## config.mk

```make
export PLATFORM = sky130hd
export DESIGN_NAME = fcd_top
export DESIGN_NICKNAME = d
export VERILOG_FILES = /design/src/fcd_pkg.sv /design/src/fcd_buf_if.sv /design/src/fcd_buf_mem.sv /design/src/fcd_top.sv
export SDC_FILE = /design/constraint.sdc
export NUM_CORES = 1
export LEC_CHECK = 0
export ABC_AREA = 0
export BUFFER_PORTS_ARGS = -buffer_cell sky130_fd_sc_hd__buf_2
export CAP_MARGIN = 0
export CORE_AREA = 5 5 188 236
export CTS_BUF_LIST = sky130_fd_sc_hd__clkbuf_4 sky130_fd_sc_hd__clkbuf_8
export CTS_CLUSTER_SIZE = 14
export DETAILED_ROUTE_END_ITERATION = 8
export DIE_AREA = 0 0 193 241
export PLACE_DENSITY_LB_ADDON = 0.15
export SYNTH_ARGS = -nofsm -noshare
export SYNTH_HDL_FRONTEND = slang
export SYNTH_SLANG_ARGS = --single-unit
```

## constraint.sdc

```tcl
create_clock -name CORE_CLK -period 3.2 [get_ports CORE_CLK]
set_input_delay 0.32 -clock CORE_CLK [delete_from_list [all_inputs] [get_ports CORE_CLK]]
set_output_delay 0.32 -clock CORE_CLK [all_outputs]
set_load 0.05 [all_outputs]
```

## src/fcd_pkg.sv

```systemverilog
// constants and types shared by the flash command decoder
package fcd_pkg;

  // ----------------------------------------------------------------
  // command codes, matched on the low data byte
  // ----------------------------------------------------------------
  localparam logic [7:0] CMD_READ_ARRAY  = 8'hff;
  localparam logic [7:0] CMD_READ_STATUS = 8'h70;
  localparam logic [7:0] CMD_READ_IDENT  = 8'h90;
  localparam logic [7:0] CMD_READ_QUERY  = 8'h98;
  localparam logic [7:0] CMD_CLR_STATUS  = 8'h50;
  localparam logic [7:0] CMD_WORD_SETUP  = 8'h40;
  localparam logic [7:0] CMD_WORD_ALT    = 8'h10;
  localparam logic [7:0] CMD_BUF_SETUP   = 8'he8;
  localparam logic [7:0] CMD_CONFIRM     = 8'hd0;
  localparam logic [7:0] CMD_FACT_SETUP  = 8'h80;
  localparam logic [7:0] CMD_SUSPEND     = 8'hb0;

  // ----------------------------------------------------------------
  // status value layout and reset
  // ----------------------------------------------------------------
  localparam logic [7:0] STAT_RESET     = 8'h80;
  localparam logic       READY_RESET    = 1'h1;
  localparam logic [6:0] ERR_RESET      = 7'h00;
  localparam logic [6:0] ERR_CLR_MASK   = 7'h7f;
  localparam logic [6:0] ERR_SEQ_BITS   = 7'h30;

  // ----------------------------------------------------------------
  // sizes and pin vector positions
  // ----------------------------------------------------------------
  localparam int FCD_ADDR_W   = 16;
  localparam int FCD_DATA_W   = 16;
  localparam int FCD_BUF_WORDS = 32;
  localparam int FCD_BUF_AW   = 5;
  localparam int PIN_CE       = 3;
  localparam int PIN_WE       = 2;
  localparam int PIN_OE       = 1;
  localparam int PIN_ADV      = 0;
  localparam logic [3:0] PINS_IDLE = 4'hf;

  typedef enum logic [1:0] {RM_ARRAY, RM_STATUS, RM_IDENT, RM_QUERY} fcd_rmode_t;
  typedef enum logic [1:0] {PK_WORD, PK_BUFFER, PK_FACTORY} fcd_kind_t;

endpackage

```

## src/fcd_buf_if.sv

```systemverilog
// program buffer port bundle between decoder and buffer memory
`timescale 1ns/1ns
interface fcd_buf_if #(parameter int AW = 5, parameter int DW = 16);
  logic          we;
  logic [AW-1:0] waddr;
  logic [DW-1:0] wdata;
  logic [AW-1:0] raddr;
  logic [DW-1:0] rdata;
  modport ctl (output we, output waddr, output wdata, output raddr, input rdata);
  modport mem (input we, input waddr, input wdata, input raddr, output rdata);
endinterface

```

## src/fcd_buf_mem.sv

```systemverilog
// program buffer memory with registered read data
`timescale 1ns/1ns
module fcd_buf_mem #(
  parameter int WORDS = 32,
  parameter int AW    = 5,
  parameter int DW    = 16
) (
  input wire logic CORE_CLK,
  fcd_buf_if.mem   bus
);

  logic [DW-1:0] mem [WORDS];

  // no reset on the array: contents are only valid once loaded
  always_ff @(posedge CORE_CLK) begin
    if (bus.we) begin
      mem[bus.waddr] <= bus.wdata;
    end
    bus.rdata <= mem[bus.raddr];
  end

endmodule

```

## src/fcd_top.sv

```systemverilog
// command front end of a parallel flash: read modes and program sequencing
`timescale 1ns/1ns
module fcd_top import fcd_pkg::*; #(
  parameter int ADDR_W = FCD_ADDR_W
) (
  input  wire logic              CORE_CLK,
  input  wire logic              NRST,
  input  wire logic              CE_N,
  input  wire logic              WE_N,
  input  wire logic              OE_N,
  input  wire logic              ADV_N,
  input  wire logic [ADDR_W-1:0] ADDR,
  input  wire logic [15:0]       DQ_IN,
  input  wire logic              SYNC_READ,
  input  wire logic              ENG_BUSY,
  input  wire logic [6:0]        ENG_STAT_SET,
  input  wire logic [4:0]        BUF_RADDR,
  output logic      [1:0]        READ_MODE,
  output logic                   DQ_WIDE,
  output logic      [7:0]        STATUS_OUT,
  output logic                   PGM_START,
  output logic      [1:0]        PGM_KIND,
  output logic      [ADDR_W-1:0] PGM_ADDR,
  output logic      [15:0]       PGM_DATA,
  output logic      [4:0]        PGM_WORDS,
  output logic                   SUSPEND_REQ,
  output logic                   FACT_ACTIVE,
  output logic                   FACT_WORD,
  output logic      [15:0]       BUF_RDATA
);

  typedef enum logic [2:0] {
    ST_IDLE, ST_WORD_ARM, ST_BUF_COUNT, ST_BUF_LOAD,
    ST_BUF_CONFIRM, ST_FACT_ARM, ST_BUSY, ST_FACTORY
  } fcd_state_t;

  // ----------------------------------------------------------------
  // pin synchronisers
  // ----------------------------------------------------------------
  logic [3:0]        pin_s1;
  logic [3:0]        pin_s2;
  logic [3:0]        pin_q;
  logic [ADDR_W-1:0] addr_s1;
  logic [ADDR_W-1:0] addr_s2;
  logic [15:0]       dq_s1;
  logic [15:0]       dq_s2;

  always_ff @(posedge CORE_CLK or negedge NRST) begin
    if (!NRST) begin
      pin_s1  <= PINS_IDLE;
      pin_s2  <= PINS_IDLE;
      pin_q   <= PINS_IDLE;
      addr_s1 <= '0;
      addr_s2 <= '0;
      dq_s1   <= '0;
      dq_s2   <= '0;
    end else begin
      pin_s1  <= {CE_N, WE_N, OE_N, ADV_N};
      pin_s2  <= pin_s1;
      pin_q   <= pin_s2;
      addr_s1 <= ADDR;
      addr_s2 <= addr_s1;
      dq_s1   <= DQ_IN;
      dq_s2   <= dq_s1;
    end
  end

  // ----------------------------------------------------------------
  // write cycle detection and latching
  // ----------------------------------------------------------------
  wire ce_low  = !pin_s2[PIN_CE];
  wire we_low  = !pin_s2[PIN_WE];
  wire oe_high = pin_s2[PIN_OE];
  wire wr_act  = ce_low && we_low && oe_high;
  logic wr_act_q;
  // write ends on whichever of the two strobes rises first
  wire wr_done = wr_act_q && (pin_s2[PIN_WE] || pin_s2[PIN_CE]);
  wire ce_rise  = pin_s2[PIN_CE] && !pin_q[PIN_CE];
  wire oe_rise  = pin_s2[PIN_OE] && !pin_q[PIN_OE];
  wire adv_rise = pin_s2[PIN_ADV] && !pin_q[PIN_ADV];

  logic [ADDR_W-1:0] lat_addr;
  logic [15:0]       lat_data;

  // keep the last value seen while the write was active, so that the
  // edge that closes the cycle never contributes its own data
  always_ff @(posedge CORE_CLK or negedge NRST) begin
    if (!NRST) begin
      wr_act_q <= 1'b0;
      lat_addr <= '0;
      lat_data <= '0;
    end else begin
      wr_act_q <= wr_act;
      if (wr_act) begin
        lat_addr <= addr_s2;
        lat_data <= dq_s2;
      end
    end
  end

  // ----------------------------------------------------------------
  // command decode
  // ----------------------------------------------------------------
  // address plays no part in matching a command
  wire [7:0] cmd       = lat_data[7:0];
  wire is_array   = cmd == CMD_READ_ARRAY;
  wire is_status  = cmd == CMD_READ_STATUS;
  wire is_ident   = cmd == CMD_READ_IDENT;
  wire is_query   = cmd == CMD_READ_QUERY;
  wire is_clear   = cmd == CMD_CLR_STATUS;
  wire is_wsetup  = (cmd == CMD_WORD_SETUP) || (cmd == CMD_WORD_ALT);
  wire is_bsetup  = cmd == CMD_BUF_SETUP;
  wire is_fsetup  = cmd == CMD_FACT_SETUP;
  wire is_confirm = cmd == CMD_CONFIRM;
  wire is_suspend = cmd == CMD_SUSPEND;

  // ----------------------------------------------------------------
  // sequencer
  // ----------------------------------------------------------------
  fcd_state_t state;
  fcd_state_t next_state;
  fcd_rmode_t read_mode;
  fcd_rmode_t next_rmode;
  fcd_kind_t  next_kind;
  logic       next_start;
  logic       next_susp;
  logic       seq_err;
  logic       clr_hit;
  logic       buf_we;
  logic       fact_wr;
  logic [4:0] words;
  logic [4:0] ld_idx;

  always_comb begin
    next_state = state;
    next_rmode = read_mode;
    next_kind  = PK_WORD;
    next_start = 1'b0;
    next_susp  = 1'b0;
    seq_err    = 1'b0;
    clr_hit    = 1'b0;
    buf_we     = 1'b0;
    fact_wr    = 1'b0;
    if (wr_done) begin
      unique case (state)
        ST_IDLE: begin
          if (is_array) begin
            next_rmode = RM_ARRAY;
          end else if (is_status) begin
            next_rmode = RM_STATUS;
          end else if (is_ident) begin
            next_rmode = RM_IDENT;
          end else if (is_query) begin
            next_rmode = RM_QUERY;
          end else if (is_clear) begin
            clr_hit = 1'b1;
          end else if (is_wsetup) begin
            next_state = ST_WORD_ARM;
            next_rmode = RM_STATUS;
          end else if (is_bsetup) begin
            next_state = ST_BUF_COUNT;
            next_rmode = RM_STATUS;
          end else if (is_fsetup) begin
            next_state = ST_FACT_ARM;
            next_rmode = RM_STATUS;
          end
        end
        ST_WORD_ARM: begin
          next_start = 1'b1;
          next_state = ST_BUSY;
        end
        ST_BUF_COUNT: begin
          next_state = ST_BUF_LOAD;
        end
        ST_BUF_LOAD: begin
          buf_we = 1'b1;
          if (ld_idx == words) begin
            next_state = ST_BUF_CONFIRM;
          end
        end
        ST_BUF_CONFIRM: begin
          if (is_confirm) begin
            next_start = 1'b1;
            next_kind  = PK_BUFFER;
            next_state = ST_BUSY;
          end else begin
            seq_err    = 1'b1;
            next_state = ST_IDLE;
          end
        end
        ST_FACT_ARM: begin
          if (is_confirm) begin
            next_start = 1'b1;
            next_kind  = PK_FACTORY;
            next_state = ST_FACTORY;
          end else begin
            seq_err    = 1'b1;
            next_state = ST_IDLE;
          end
        end
        ST_BUSY: begin
          if (is_status) begin
            next_rmode = RM_STATUS;
          end else if (is_suspend) begin
            next_susp = 1'b1;
          end
        end
        ST_FACTORY: begin
          fact_wr = 1'b1;
        end
      endcase
    end else if ((state == ST_BUSY || state == ST_FACTORY) && !PGM_START && !ENG_BUSY) begin
      // read mode stays on status until the host selects array, ident or query
      next_state = ST_IDLE;
    end
  end

  always_ff @(posedge CORE_CLK or negedge NRST) begin
    if (!NRST) begin
      state     <= ST_IDLE;
      read_mode <= RM_ARRAY;
    end else begin
      state     <= next_state;
      read_mode <= next_rmode;
    end
  end

  always_ff @(posedge CORE_CLK or negedge NRST) begin
    if (!NRST) begin
      PGM_START   <= 1'b0;
      PGM_KIND    <= PK_WORD;
      PGM_ADDR    <= '0;
      PGM_DATA    <= '0;
      SUSPEND_REQ <= 1'b0;
      FACT_WORD   <= 1'b0;
    end else begin
      PGM_START   <= next_start;
      SUSPEND_REQ <= next_susp;
      FACT_WORD   <= fact_wr;
      if (next_start) begin
        PGM_KIND <= next_kind;
        PGM_ADDR <= lat_addr;
        PGM_DATA <= lat_data;
      end
    end
  end

  // ----------------------------------------------------------------
  // program buffer
  // ----------------------------------------------------------------
  // count word carries words minus one, so a full load of 32 fits 5 bits
  always_ff @(posedge CORE_CLK or negedge NRST) begin
    if (!NRST) begin
      words  <= '0;
      ld_idx <= '0;
    end else begin
      if (wr_done && state == ST_BUF_COUNT) begin
        words  <= lat_data[FCD_BUF_AW-1:0];
        ld_idx <= '0;
      end else if (next_start) begin
        ld_idx <= '0;
      end else if (buf_we || fact_wr) begin
        ld_idx <= ld_idx + 5'h01;
      end
    end
  end

  assign PGM_WORDS = words;

  fcd_buf_if #(.AW(FCD_BUF_AW), .DW(FCD_DATA_W)) buf_bus ();

  assign buf_bus.we    = buf_we || fact_wr;
  assign buf_bus.waddr = ld_idx;
  assign buf_bus.wdata = lat_data;
  assign buf_bus.raddr = BUF_RADDR;
  assign BUF_RDATA     = buf_bus.rdata;

  fcd_buf_mem #(.WORDS(FCD_BUF_WORDS), .AW(FCD_BUF_AW), .DW(FCD_DATA_W)) u_buf (
    .CORE_CLK (CORE_CLK),
    .bus      (buf_bus.mem)
  );

  // ----------------------------------------------------------------
  // status value and its refresh
  // ----------------------------------------------------------------
  logic       ready;
  logic [6:0] err;
  logic [7:0] status_shown;
  // engine set beats a clear arriving in the same cycle
  wire [6:0] next_err = (err & ~(clr_hit ? ERR_CLR_MASK : 7'h00))
                        | ENG_STAT_SET | (seq_err ? ERR_SEQ_BITS : 7'h00);
  wire refresh = SYNC_READ ? (ce_rise || adv_rise) : (ce_rise || oe_rise);

  always_ff @(posedge CORE_CLK or negedge NRST) begin
    if (!NRST) begin
      ready        <= READY_RESET;
      err          <= ERR_RESET;
      status_shown <= STAT_RESET;
    end else begin
      ready <= !ENG_BUSY;
      err   <= next_err;
      if (refresh) begin
        status_shown <= {ready, err};
      end
    end
  end

  assign READ_MODE   = read_mode;
  assign DQ_WIDE     = (read_mode == RM_ARRAY) || (read_mode == RM_IDENT);
  assign STATUS_OUT  = status_shown;
  assign FACT_ACTIVE = state == ST_FACTORY;
endmodule
```

==> results.toml <==
[timing]
tightest_slew_ns = 1.106
relSlewSlack_pct = 26.28
fmaxAchievable_mhz = 410.4
fin_crit_ns = 2.437
finalCritPeriodShare_pct = 76.14
finClkSkew_ns = 0.03233
drv_slew = 0
rsz0062_at_grt = "no"
final_hold_viol_count = 0
fin_tns_setup_ns = 0
setup_viol = 0

[grt]
antenna_found_initial = 1
grt_max_degree = 84
grt-ovfl-total = 0
grt.total_usage_pct = 24.61
grt_pass1_wl_um = 83430
grt_pass1_vias = 13420

[finish]
largest_register_ffs = 512
n_fill_cell = 2443
multi_input_area_um2 = 5649
areaGrowthSynthToFinish_pct = 17.37
top_register = "u_buf.mem"
utilization_pct = 73.24
final_nets = 1540
regArea_um2 = 20120
drive_gt1_share_pct = 41.65
num_antenna_cells = 0

[synth]
async_flop_share_pct = 25.00
synth-main-ff-cell = "edfxtp_1"
syn_nets = 1244
syn_area_um2 = 26040
synth_seq_cells = 704
ys_warn_count = 0
yosys.cell_types.count = 52
syn_inst = 1188
avgSynthCellArea_um2 = 21.92
ys_seq_area_share_pct = 77.26
synth_edf_count = 512

[clock_network]
clkSlewWorstSetupHoldPaths_ns = 0.07
root_buffer = "clkbuf_8"
cts_tree = "done"
cts_max_level = 3
clockBufferDepth = 3
cts_resized = 0
cts_made_buffers = 99
clock_latency_ns = 0.66
cts_setup_buffers = 0
cts_sinks = 704

[route]
drc = 0
postRouteAntennaNets = 0
vias = 12700
wirelength_um = 54700
drt-pass1-iter-count = 5
avgViaCountPerCell = 5.971
drt_iter0_markers = 934
wl_per_cell_um = 25.72

[power_and_ir_drop]
ir_drop_v = 0.0005297
power_mw = 21.03
powerDensity_nw_per_um2 = 688.2
p_leak_nw = 10.94

[critical_path]
critPathMaxStageDelay_ns = 0.56
r2r_start = "state[0]"
path_cells = "nand2_1 > nor2_1 > buf_4 > nand2_1 > nor2_1 > buf_4"
cpLargestDelayFamily = "simple AND/OR/NAND/NOR gates"
reg2reg_to = "u_buf.mem[19][12]"
crit_path_end_kind = "register"
crit_buf_inv = 2
r2r_setup_slack_ns = 0.76
cp-start-kind = "register"
cp_data_arrival_time_ns = 2.78
cp.required_ns = 3.54
reg2reg_depth = 6
cp_slowest_cell = "dfrtp_1"
setup.worst_path.class = "reg2reg"
crit_fanout = 13

[die]
die_h_um = 241
io_pins = 122
initial_core_util_pct = 62.40
die_area_um2 = 46510
rows = 84
die_w_um = 193
coreArea_um2 = 41730

[min_path]
hold_class = "in2async"

[place]
dp_hpwl_um = 33460
routabilityCongestion = 0.8163
numPortBuffers = 121

[run]
drv_cap = 0

[outcome]
status = "finished clean"
## placed cells by master (no fill, tap or decap), types with 6 or more instances in the layout
master           n
clkbuf_8       118
dfstp_2         13
clkinv_1         9
clkbuf_4        41
mux4_2         160
buf_2          118
edfxtp_1       512
buf_4           77
clkinv_2         7
nor2_1          48
mux2_2          91
o21ai_0          6
nor3_1           7
xor2_1           8
inv_1           10
bufinv_16        7
dfxtp_1         16
nand2_1         19
buf_12           9
dlygate4sd3_1   45
nand3b_1         6
dfrtp_1        163
## report_power, final
part / switching [mW] / internal [mW]
clock: 3.25 / 4.38
sequential: 0.428 / 10.5
combinational: 1.67 / 0.824
total: 5.35 / 15.7
## worst max path at each step
stage | startpoint | end | slack [ns] | cells past startpoint
after floorplan | pin_s2[2] | u_buf.mem[31][0] | 0.66 | 4
after global placement | BUF_RADDR[0] | u_buf.bus.rdata[12] | 0.76 | 5
after detailed placement | BUF_RADDR[0] | u_buf.bus.rdata[12] | 0.72 | 5
after CTS | buf_bus.wdata[6] | state[1] | 0.76 | 6
after global routing | buf_bus.wdata[6] | state[2] | 0.60 | 6
final | state[0] | u_buf.mem[19][12] | 0.76 | 6
## layer usage
layer  wire [um]  share of wire (%)  track usage, %  vias up
met5          13              0.024               0        -
met4         815                1.5           5.817        2
met3        3934                7.2           5.122       75
met2       28940                 53           42.16      503
li1            -                  -               -     5407
met1       20990                 38           33.34     6714
## synth_stat cells (all sizes together), types with 2 or more instances
master	instances	area, um^2
ha	4	50.05
mux2i	5	50.05
inv	10	37.54
a21oi	3	15.01
xor2	8	70.07
nor2b	3	18.77
clkbuf	35	131.4
o32ai	2	17.52
dfstp	13	341.6
buf	21	107.6
a211o	2	17.52
edfxtp	512	15370
nor4	3	18.77
and2	3	18.77
or3	4	25.02
a21o	5	37.54
dfxtp	16	320.3
nor3	8	51.30
nor4b	2	23.77
nand4b	2	17.52
or3b	2	17.52
nor2	48	180.2
nand2	19	71.32
nand3b	6	45.04
xnor2	3	26.28
nor3b	3	22.52
dfrtp	163	4079
o21ai	7	35.03
nand3	3	15.01
mux2	92	1036
and3	3	18.77
nand4	5	31.28
mux4	160	3603
## layout make-up
class / count / share of cell area, %
Clock buffer: 158 / 6.277
Clock inverter: 27 / 1.032
Tap cell: 559 / 2.289
Multi-Input combinational cell: 418 / 18.49
Sequential cell: 704 / 65.82
Timing Repair Buffer: 251 / 5.970
Inverter: 10 / 0.1228
## logic make-up (layout without fill, tap and decap cells)
group	after synthesis	in the layout	synth area share (%)
buffers and inverters	66	446	1.062
xor gates and xnor gates	11	11	0.3701
and+or+nand+nor	119	119	2.364
AOI/OAI and AO/OA	27	27	0.7401
DFF	704	704	77.26
muxes	257	257	18.01
adders and majority gates	4	4	0.1922
## stage by stage
step | hold slack, ns | worst slack (ns) | std cells | area, um^2
after CTS | 0.2329 | 0.7639 | 2127 | 30560
after global placement | 0.3330 | 0.7560 | 1897 | 27880
after global routing | 0.2693 | 0.5974 | 2127 | 30560
final | 0.2667 | 0.7635 | 2127 | 30560
after detailed placement | 0.3347 | 0.7163 | 1897 | 27880
after floorplan | 0.02441 | 0.6574 | 1188 | 26040
## repair_timing
item | in CTS | in global routing
endpoints found under the setup margin | 0 | 0
endpoints found under the hold margin | 117 | 0
hold buffers | 45 | 0
(Power assumes the default switching activity.)
